[config.mk]
export PLATFORM = sky130hd
export DESIGN_NAME = urxw_top
export DESIGN_NICKNAME = d
export VERILOG_FILES = /design/src/urxw_pkg.sv /design/src/urxw_sync.sv /design/src/urxw_baud.sv /design/src/urxw_top.sv
export VERILOG_INCLUDE_DIRS = /design/src
export SDC_FILE = /design/constraint.sdc
export NUM_CORES = 1
export LEC_CHECK = 0
export BUFFER_PORTS_ARGS = -buffer_cell sky130_fd_sc_hd__buf_2
export CAP_MARGIN = 20
export CORE_UTILIZATION = 35
export CTS_CLUSTER_SIZE = 10
export DETAILED_ROUTE_END_ITERATION = 8
export HOLD_SLACK_MARGIN = 0.05
export PLACE_DENSITY = 0.55
export SYNTH_ARGS = -nofsm -noshare
export SYNTH_HDL_FRONTEND = slang
export SYNTH_SLANG_ARGS = --single-unit
[constraint.sdc]
create_clock -name CLOCK -period 3 [get_ports CLOCK]
set_input_delay 0.6 -clock CLOCK [delete_from_list [all_inputs] [get_ports CLOCK]]
set_output_delay 0.6 -clock CLOCK [all_outputs]
set_load 0.01 [all_outputs]
[src/urxw_cfg.svh]
`ifndef URXW_CFG_SVH
`define URXW_CFG_SVH

// register addresses on the plain register port
`define URXW_ADDR_RCSC 3'h0
`define URXW_ADDR_HOLD 3'h1
`define URXW_ADDR_TXSC 3'h2
`define URXW_ADDR_BAUD 3'h3
`define URXW_ADDR_DIVH 3'h4
`define URXW_ADDR_DIVL 3'h5
`define URXW_ADDR_IRQC 3'h6

// receive_status_control fields
`define URXW_RCSC_PORT_EN 7
`define URXW_RCSC_NINE_EN 6
`define URXW_RCSC_SREN 5
`define URXW_RCSC_CONTINUOUS_RECEIVE_ENABLE 4
`define URXW_RCSC_ADDRESS_DETECT_ENABLE 3
`define URXW_RCSC_FRAMING_ERROR 2
`define URXW_RCSC_OVERRUN_ERROR 1
`define URXW_RCSC_NINTH 0

// transmit_status_control fields used by the receiver
`define URXW_TXSC_SYNC 4
`define URXW_TXSC_HISPD 2

// baud_control fields
`define URXW_BAUD_RCIDL 6
`define URXW_BAUD_RXINV 5
`define URXW_BAUD_TXINV 4
`define URXW_BAUD_WIDE 3
`define URXW_BAUD_WUE 1

// irq control fields
`define URXW_IRQC_IE 0
`define URXW_IRQC_FLAG 1

// reset values
`define URXW_RST_BYTE 8'h00
`define URXW_RST_DIV 16'h0000

// bit timing, in oversample ticks, plus slow prescale limit and data bit count
`define URXW_OVERSAMPLE 5'h10
`define URXW_PH_S1 4'h7
`define URXW_PH_S2 4'h8
`define URXW_PH_DECIDE 4'h9
`define URXW_PRESCALE_SLOW 2'h3
`define URXW_DATA_BITS 4'h8

`endif

[src/urxw_pkg.sv]
package urxw_pkg;

  typedef enum logic [2:0] {
    ST_IDLE  = 3'b000,
    ST_START = 3'b001,
    ST_DATA  = 3'b010,
    ST_STOP  = 3'b011,
    ST_WAKE  = 3'b100
  } urxw_state_type;

endpackage : urxw_pkg

[src/urxw_sync.sv]
`timescale 1ns/100ps
// two-flop synchroniser for the serial input pin
module urxw_sync
(
  // clock and reset
  input wire logic clk,
  input wire logic rst_n,
  // pin side
  input wire logic din,
  // clock side
  output logic dout
);

  logic meta_q;

  always_ff @(posedge clk or negedge rst_n)
  begin
    if (!rst_n)
    begin
      meta_q <= 1'b1;
      dout <= 1'b1;
    end
    else
    begin
      meta_q <= din;
      dout <= meta_q;
    end
  end

endmodule : urxw_sync

[src/urxw_baud.sv]
`timescale 1ns/100ps
`include "urxw_cfg.svh"
// oversample tick generator; tick is one cycle long unless reload and prescale limit are both zero
module urxw_baud
(
  // clock and reset
  input wire logic clk,
  input wire logic rst_n,
  // control
  input wire logic run,
  input wire logic wide,
  input wire logic hispd,
  input wire logic [15:0] divisor,
  // output
  output logic tick
);

  logic [15:0] cnt_q;
  logic [1:0] pre_q;
  logic [15:0] reload;
  logic [1:0] pre_lim;
  logic cnt_end;

  // narrow divisor uses only the low byte
  assign reload = wide ? divisor : {8'h00, divisor[7:0]};
  // slowest scheme runs the counter a further four times slower
  assign pre_lim = (!wide && !hispd) ? `URXW_PRESCALE_SLOW : 2'h0;
  assign cnt_end = (cnt_q == 16'h0000);
  assign tick = run && cnt_end && (pre_q == pre_lim);

  always_ff @(posedge clk or negedge rst_n)
  begin
    if (!rst_n)
    begin
      cnt_q <= 16'h0000;
      pre_q <= 2'h0;
    end
    else if (!run)
    begin
      cnt_q <= 16'h0000;
      pre_q <= 2'h0;
    end
    else if (cnt_end)
    begin
      cnt_q <= reload;
      pre_q <= (pre_q == pre_lim) ? 2'h0 : pre_q + 2'h1;
    end
    else
    begin
      cnt_q <= cnt_q - 16'h0001;
    end
  end

endmodule : urxw_baud

[src/urxw_top.sv]
// Design decisions made here: the strobed register port and the register addresses.
`timescale 1ns/100ps
`include "urxw_cfg.svh"
// Functional notes
// - bits are sampled by a x16 oversampler feeding a bit-rate shifter
// - receive polarity invert bit inverts the serial input before sampling
// - bit timing comes from divisor bytes, high-speed and wide select
// - asynchronous operation needs clocked-mode clear and port enable set
// - characters are accepted only while continuous receive is enabled
// - nine-bit enable receives a ninth bit, readable in receive status
// - receive flag set on a complete character; irq only if enabled
// - receive status shows ninth bit and error indications
// - reading the holding register returns the low eight data bits
// - clearing continuous receive enable clears the overrun error; framing error is kept
// - address filtering needs nine-bit receive as well as its enable
// - address detect withholds ordinary characters; cleared, all pass
// - in sleep the baud generator stops and no character is received
// - wake-on-edge enable suspends reception and watches for wake
// - a falling edge on the receive line is the wake event
// - auto-wake-up works only in asynchronous mode
// - wake sets receive flag; synchronous when running, async in sleep
// - reading the holding register clears the receive flag
// - first rising edge after wake clears wake enable, normal resumes
// - the first rising edge after the wake fall ends the wake condition, even mid character
// - characters travel least significant bit first
// - framing is one start, eight or nine data, one stop bit
module urxw_top
(
  // clock and reset
  input wire logic CLOCK,
  input wire logic RST_N,
  // serial line
  input wire logic SERIAL_IN_PIN,
  // power state
  input wire logic SLEEP,
  // register port
  input wire logic [2:0] ADDR,
  input wire logic [7:0] WDATA,
  input wire logic WR,
  input wire logic RD,
  output logic [7:0] RDATA,
  // status
  output logic RECEIVE_FLAG,
  output logic RX_IRQ
);

  // control registers
  logic port_enable_q;
  logic nine_bit_receive_enable_q;
  logic sren_q;
  logic continuous_receive_enable_q;
  logic address_detect_enable_q;
  logic sync_mode_q;
  logic high_speed_select_q;
  logic rx_polarity_invert_q;
  logic tx_polarity_invert_q;
  logic wide_divisor_select_q;
  logic wake_on_edge_enable_q;
  logic receive_irq_enable_q;
  logic [7:0] baud_divisor_high_q;
  logic [7:0] baud_divisor_low_q;

  // status and data
  logic [7:0] receive_holding_q;
  logic ninth_received_bit_q;
  logic framing_error_q;
  logic overrun_error_q;
  logic receive_flag_q;
  logic wake_armed_q;
  logic [7:0] rdata_q;

  // receiver
  urxw_pkg::urxw_state_type state_q;
  logic [3:0] phase_q;
  logic [3:0] bit_cnt_q;
  logic [8:0] shift_q;
  logic samp1_q;
  logic samp2_q;
  logic line_prev_q;

  logic pin_sync;
  logic serial_in_line;
  logic async_en;
  logic run;
  logic tick;
  logic decide;
  logic bit_val;
  logic char_done;
  logic addr_filter;
  logic keep_char;
  logic accept;
  logic wake_active;
  logic wake_fall;
  logic wake_rise;
  logic wr_rcsc;
  logic wr_baud;
  logic rd_hold;
  logic sleep_wake;

  function automatic logic maj3(input logic a, input logic b, input logic c);
    maj3 = (a & b) | (a & c) | (b & c);
  endfunction : maj3

  urxw_sync u_sync
  (
    .clk(CLOCK),
    .rst_n(RST_N),
    .din(SERIAL_IN_PIN),
    .dout(pin_sync)
  );

  assign serial_in_line = pin_sync ^ rx_polarity_invert_q;
  assign async_en = port_enable_q && !sync_mode_q;
  assign wake_active = async_en && wake_on_edge_enable_q;
  // the baud generator stands still in sleep and while waiting for wake
  assign run = async_en && continuous_receive_enable_q && !SLEEP
    && !wake_on_edge_enable_q && !overrun_error_q;

  urxw_baud u_baud
  (
    .clk(CLOCK),
    .rst_n(RST_N),
    .run(run),
    .wide(wide_divisor_select_q),
    .hispd(high_speed_select_q),
    .divisor({baud_divisor_high_q, baud_divisor_low_q}),
    .tick(tick)
  );

  assign wr_rcsc = WR && (ADDR == `URXW_ADDR_RCSC);
  assign wr_baud = WR && (ADDR == `URXW_ADDR_BAUD);
  assign rd_hold = RD && (ADDR == `URXW_ADDR_HOLD);

  assign decide = tick && (phase_q == `URXW_PH_DECIDE);
  assign bit_val = maj3(samp1_q, samp2_q, serial_in_line);
  assign char_done = decide && (state_q == urxw_pkg::ST_STOP);
  assign addr_filter = address_detect_enable_q
    && nine_bit_receive_enable_q;
  // ninth bit sits in the top of the shifter after nine data bits
  assign keep_char = !addr_filter || shift_q[8];
  assign accept = char_done && keep_char && !receive_flag_q;

  assign wake_fall = wake_active && line_prev_q && !serial_in_line;
  assign wake_rise = wake_active && wake_armed_q
    && !line_prev_q && serial_in_line;

  // configuration writes
  always_ff @(posedge CLOCK or negedge RST_N)
  begin
    if (!RST_N)
    begin
      port_enable_q <= 1'b0;
      nine_bit_receive_enable_q <= 1'b0;
      sren_q <= 1'b0;
      continuous_receive_enable_q <= 1'b0;
      address_detect_enable_q <= 1'b0;
      sync_mode_q <= 1'b0;
      high_speed_select_q <= 1'b0;
      rx_polarity_invert_q <= 1'b0;
      tx_polarity_invert_q <= 1'b0;
      wide_divisor_select_q <= 1'b0;
      receive_irq_enable_q <= 1'b0;
      baud_divisor_high_q <= `URXW_RST_BYTE;
      baud_divisor_low_q <= `URXW_RST_BYTE;
    end
    else if (WR)
    begin
      unique case (ADDR)
        `URXW_ADDR_RCSC:
        begin
          port_enable_q <= WDATA[`URXW_RCSC_PORT_EN];
          nine_bit_receive_enable_q <= WDATA[`URXW_RCSC_NINE_EN];
          sren_q <= WDATA[`URXW_RCSC_SREN];
          continuous_receive_enable_q <= WDATA[`URXW_RCSC_CONTINUOUS_RECEIVE_ENABLE];
          address_detect_enable_q <= WDATA[`URXW_RCSC_ADDRESS_DETECT_ENABLE];
        end
        `URXW_ADDR_TXSC:
        begin
          sync_mode_q <= WDATA[`URXW_TXSC_SYNC];
          high_speed_select_q <= WDATA[`URXW_TXSC_HISPD];
        end
        `URXW_ADDR_BAUD:
        begin
          rx_polarity_invert_q <= WDATA[`URXW_BAUD_RXINV];
          tx_polarity_invert_q <= WDATA[`URXW_BAUD_TXINV];
          wide_divisor_select_q <= WDATA[`URXW_BAUD_WIDE];
        end
        `URXW_ADDR_DIVH: baud_divisor_high_q <= WDATA;
        `URXW_ADDR_DIVL: baud_divisor_low_q <= WDATA;
        `URXW_ADDR_IRQC: receive_irq_enable_q <= WDATA[`URXW_IRQC_IE];
        default:
        begin
        end
      endcase
    end
  end

  // wake-on-edge enable: software sets it, hardware ends it on rising edge
  always_ff @(posedge CLOCK or negedge RST_N)
  begin
    if (!RST_N)
      wake_on_edge_enable_q <= 1'b0;
    else if (wr_baud)
      wake_on_edge_enable_q <= WDATA[`URXW_BAUD_WUE];
    else if (wake_rise)
      wake_on_edge_enable_q <= 1'b0;
  end

  always_ff @(posedge CLOCK or negedge RST_N)
  begin
    if (!RST_N)
      wake_armed_q <= 1'b0;
    else if (!wake_active || wake_rise)
      wake_armed_q <= 1'b0;
    else if (wake_fall)
      wake_armed_q <= 1'b1;
  end

  always_ff @(posedge CLOCK or negedge RST_N)
  begin
    if (!RST_N)
      line_prev_q <= 1'b1;
    else
      line_prev_q <= serial_in_line;
  end

  // receive state machine, advanced only on oversample ticks
  always_ff @(posedge CLOCK or negedge RST_N)
  begin
    if (!RST_N)
    begin
      state_q <= urxw_pkg::ST_IDLE;
      phase_q <= 4'h0;
      bit_cnt_q <= 4'h0;
      shift_q <= 9'h000;
      samp1_q <= 1'b1;
      samp2_q <= 1'b1;
    end
    else if (wake_active)
    begin
      state_q <= urxw_pkg::ST_WAKE;
      phase_q <= 4'h0;
    end
    else if (!run)
    begin
      // an aborted frame is dropped rather than completed late
      state_q <= urxw_pkg::ST_IDLE;
      phase_q <= 4'h0;
    end
    else if (tick)
    begin
      phase_q <= phase_q + 4'h1;
      if (phase_q == `URXW_PH_S1)
        samp1_q <= serial_in_line;
      if (phase_q == `URXW_PH_S2)
        samp2_q <= serial_in_line;
      unique case (state_q)
        urxw_pkg::ST_IDLE, urxw_pkg::ST_WAKE:
        begin
          phase_q <= 4'h1;
          if (!serial_in_line)
            state_q <= urxw_pkg::ST_START;
          else
            state_q <= urxw_pkg::ST_IDLE;
        end
        urxw_pkg::ST_START:
        begin
          if (decide)
          begin
            bit_cnt_q <= 4'h0;
            // a start bit that has gone high again is a glitch
            state_q <= bit_val ? urxw_pkg::ST_IDLE : urxw_pkg::ST_DATA;
          end
        end
        urxw_pkg::ST_DATA:
        begin
          if (decide)
          begin
            shift_q <= {bit_val, shift_q[8:1]};
            bit_cnt_q <= bit_cnt_q + 4'h1;
            if (bit_cnt_q == (nine_bit_receive_enable_q ?
                `URXW_DATA_BITS : `URXW_DATA_BITS - 4'h1))
              state_q <= urxw_pkg::ST_STOP;
          end
        end
        urxw_pkg::ST_STOP:
        begin
          if (decide)
          begin
            // eight-bit frames sit one place high; realign
            if (!nine_bit_receive_enable_q)
              shift_q <= {1'b0, shift_q[8:1]};
            state_q <= urxw_pkg::ST_IDLE;
          end
        end
      endcase
    end
  end

  // holding register and its status
  always_ff @(posedge CLOCK or negedge RST_N)
  begin
    if (!RST_N)
    begin
      receive_holding_q <= `URXW_RST_BYTE;
      ninth_received_bit_q <= 1'b0;
      framing_error_q <= 1'b0;
    end
    else if (accept)
    begin
      if (nine_bit_receive_enable_q)
      begin
        receive_holding_q <= shift_q[7:0];
        ninth_received_bit_q <= shift_q[8];
      end
      else
      begin
        receive_holding_q <= shift_q[8:1];
        ninth_received_bit_q <= 1'b0;
      end
      framing_error_q <= !bit_val;
    end
  end

  // a character finishing while the last one is unread is an overrun
  always_ff @(posedge CLOCK or negedge RST_N)
  begin
    if (!RST_N)
      overrun_error_q <= 1'b0;
    else if (char_done && keep_char && receive_flag_q)
      overrun_error_q <= 1'b1;
    else if (!continuous_receive_enable_q)
      overrun_error_q <= 1'b0;
  end

  // receive flag: a wake fall in the clearing cycle wins over the read; a character then counts as overrun
  always_ff @(posedge CLOCK or negedge RST_N)
  begin
    if (!RST_N)
      receive_flag_q <= 1'b0;
    else if (accept || wake_fall)
      receive_flag_q <= 1'b1;
    else if (rd_hold)
      receive_flag_q <= 1'b0;
  end

  // while asleep the clock cannot be relied on, so the wake flag is also
  // raised straight from the pin
  assign sleep_wake = SLEEP && wake_active
    && !(SERIAL_IN_PIN ^ rx_polarity_invert_q);
  assign RECEIVE_FLAG = receive_flag_q || sleep_wake;
  assign RX_IRQ = RECEIVE_FLAG && receive_irq_enable_q;

  // read port, data one cycle after the strobe
  always_ff @(posedge CLOCK or negedge RST_N)
  begin
    if (!RST_N)
      rdata_q <= 8'h00;
    else if (RD)
    begin
      unique case (ADDR)
        `URXW_ADDR_RCSC:
          rdata_q <= {port_enable_q, nine_bit_receive_enable_q, sren_q,
            continuous_receive_enable_q, address_detect_enable_q,
            framing_error_q, overrun_error_q, ninth_received_bit_q};
        `URXW_ADDR_HOLD: rdata_q <= receive_holding_q;
        `URXW_ADDR_TXSC:
          rdata_q <= {3'h0, sync_mode_q, 1'b0, high_speed_select_q, 2'h0};
        `URXW_ADDR_BAUD:
          rdata_q <= {1'b0, (state_q == urxw_pkg::ST_IDLE),
            rx_polarity_invert_q, tx_polarity_invert_q,
            wide_divisor_select_q, 1'b0, wake_on_edge_enable_q, 1'b0};
        `URXW_ADDR_DIVH: rdata_q <= baud_divisor_high_q;
        `URXW_ADDR_DIVL: rdata_q <= baud_divisor_low_q;
        `URXW_ADDR_IRQC:
          rdata_q <= {6'h00, receive_flag_q, receive_irq_enable_q};
        default: rdata_q <= 8'h00;
      endcase
    end
    else
      rdata_q <= 8'h00;
  end

  assign RDATA = rdata_q;

endmodule : urxw_top

==> results.json <==
{
  "syn_area_mm2": 0.00467,
  "grt_max_degree": 49,
  "h-tree-depth": 3,
  "clk_latency_ns": 0.34,
  "yosysSeqAreaShare_pct": 49.5,
  "avgSynthCellArea_um2": 10.8,
  "root_buffer": "clkbuf_16",
  "postLayoutCoreUtil_pct": 41.5,
  "period_minus_slack_ns": 2.34,
  "cts_buffer_depth": 2,
  "synth_edf_count": 0,
  "grt_pass1_wl_um": 18400,
  "firstDrtPassIters": 4,
  "yosysTopAreaCell": "dfrtp_1",
  "grtUsageMet1_pct": 24.9,
  "layout-drive-gt1-share_pct": 23.0,
  "pin_count": 27,
  "hold_buffers": 0,
  "grt_pass1_vias": 3406,
  "initialDrtViolationCount": 230,
  "synthToLayoutAreaGrowth_pct": 14.1,
  "rsz0062_at_grt": "false",
  "cp_max_fo": 13,
  "ys.flop_type": "dfrtp_1",
  "drc": 0,
  "cts_sinks": 92,
  "die_h_um": 117,
  "maxSlewHeadroom_pct": 48.4,
  "cts_resized": 0,
  "port_buffers": 26,
  "grt_busiest_layer": "met2",
  "ys_top_cells_by_area": "dfrtp_1 (47%), mux2_2 (8.9%), nand2_1 (3.2%), o21ai_0 (3.1%), mux2i_1 (3.0%)",
  "yosys.area.top_type_share_pct": 46.7,
  "rrSetupSlack_ns": 0.66,
  "skew_ns": 0.00668,
  "power_density_mw_per_mm2": 663,
  "core_region_area_mm2": 0.0128,
  "dpl.hpwl_um": 7760,
  "use_met2_pct": 25.3,
  "min_path_type": "in2async",
  "nNetsFinal": 478,
  "finalPower_mw": 3.53,
  "leakagePower_nw": 2.32,
  "gr-usage-met3_pct": 2.86,
  "grt-ovfl-total": 0,
  "fp.dieArea_mm2": 0.0138,
  "slew_violations": 0,
  "cp_data_required_time_ns": 3.23,
  "synth_fp_nets": 455,
  "wirelength_um": 10900,
  "start_kind": "register",
  "place_ws_ns": 0.463,
  "insertedDiodeCount": 0,
  "cts_inserted_buffers": 9,
  "fin_ws_ns": 0.665,
  "timing.rr.start": "wide_divisor_select_q",
  "async_flop_share_pct": 100,
  "setup_viol": 0,
  "yosysWarnings": 0,
  "grt.total_usage_pct": 17.2,
  "period_share_pct": 77.8,
  "rr_worst_depth": 5,
  "synth_common_cells": "dfrtp_1 (87), nand2_1 (40), mux2_2 (37), o21ai_0 (29), nor2_1 (25)",
  "status": "completed",
  "start_util_pct": 36.4,
  "tightest_slew_ns": 0.773,
  "crit_arrival_ns": 2.57,
  "ir_drop_mv": 0.291,
  "finalHoldViolCount": 0,
  "reg2reg_to": "shift_q[5]",
  "ys_ff_latch": 92,
  "wl_per_cell_um": 17.2,
  "row_count": 41,
  "cts_tree": "built",
  "post-cts-setup-buffers": 0,
  "path_clk_slew_ns": 0.07,
  "drtAntennaViolNets": 0,
  "fmax_ghz": 0.428,
  "antenna_found_initial": 0,
  "post_drt_via_cell_ratio": 5.32,
  "globalplace.congestion": 0.750,
  "die_w_um": 117,
  "cap_violations": 0,
  "critPathKind": "reg2reg",
  "syn_inst": 432,
  "totalNegativeSetupSlack_ns": 0,
  "crit_path_end_kind": "register",
  "synth.most_common_cell": "dfrtp_1",
  "synth_cell_types": 60,
  "num_vias": 3363
}
==> worst max-delay path by stage <==
stage / start / to / slack [ns] / cells after the start
after floorplan: SLEEP / shift_q[0] / 0.91 / 5
after global placement: SLEEP / shift_q[0] / 0.56 / 6
after detailed placement: SLEEP / shift_q[1] / 0.46 / 6
after CTS: wide_divisor_select_q / shift_q[5] / 0.67 / 5
after global routing: wake_on_edge_enable_q / shift_q[3] / 0.51 / 5
final: wide_divisor_select_q / shift_q[5] / 0.66 / 5
==> per-layer routing <==
metal / up-vias / wire length [um] / part of all wire (%)
met4: 0 / 290 / 2.7
met3: 18 / 300 / 2.8
met2: 61 / 4780 / 44
li1: 1616 / - / -
met5: - / 0 / 0
met1: 1668 / 5520 / 51
==> cells in the final DEF (no fill, tap or decap), types with 9 or more instances in the layout <==
cell	Yosys	layout
a211oi_1	13	13
a21oi_1	10	10
buf_2	3	25
clkbuf_16	0	9
dfrtp_1	87	87
mux2_2	37	37
mux2i_1	14	14
nand2_1	40	40
nand3_1	15	15
nor2_1	25	25
nor3_1	9	9
o21ai_0	29	29
xnor2_1	11	11
==> kinds of logic (layout without fill, tap and decap cells) <==
group / count (synthesis) / count (layout) / share of synthesized area [%]
XOR/XNOR: 16 / 16 / 3.00
adder cells (fa/ha/maj): 7 / 7 / 1.82
AND/OR/NAND/NOR: 153 / 153 / 18.6
flip-flops: 92 / 92 / 49.5
buffers and inverters: 29 / 57 / 2.49
multiplexers: 55 / 55 / 13.7
AO/OA/AOI/OAI: 80 / 80 / 10.9
==> stage by stage <==
stage | instance area [um^2] | instances | hold WS [ns]
2_1_floorplan | 4670 | 432 | 0.304
3_3_place_gp | 5000 | 616 | 0.347
3_5_place_dp | 5000 | 616 | 0.352
4_1_cts | 5320 | 632 | 0.294
5_1_grt | 5320 | 632 | 0.327
6_report | 5320 | 632 | 0.275
==> worst max-delay path, cell delays in order (launching register included) <==
cell and delay (ns):
dfrtp_1 0.49, nor2_1 0.24, mux2i_2 0.45, nand3_4 0.24, nor3_4 0.41, mux2_2 0.39
==> registers in the layout (all words and copies together), names as in the netlist, 2 cells and up <==
signal	cells
RDATA	8
baud_divisor_high_q	8
baud_divisor_low_q	8
bit_cnt_q	4
phase_q	4
receive_holding_q	8
shift_q	9
state_q	3
u_baud.cnt_q	16
u_baud.pre_q	2
==> report_power, final <==
group | leakage [nW] | switching, mW | internal [mW]
logic | 0.954 | 0.441 | 0.337
clock network | 0.162 | 0.494 | 0.753
registers | 1.21 | 0.144 | 1.36
total | 2.32 | 1.08 | 2.45
==> cell type report <==
class | instances | area (um^2)
Clock buffer | 10 | 239
Clock inverter | 6 | 87.6
Fill cell | 1251 | 7500
Inverter | 7 | 26.3
Multi-Input combinational cell | 311 | 2240
Sequential cell | 92 | 2310
Tap cell | 172 | 215
Timing Repair Buffer | 34 | 205
(Power assumes the default switching activity.)
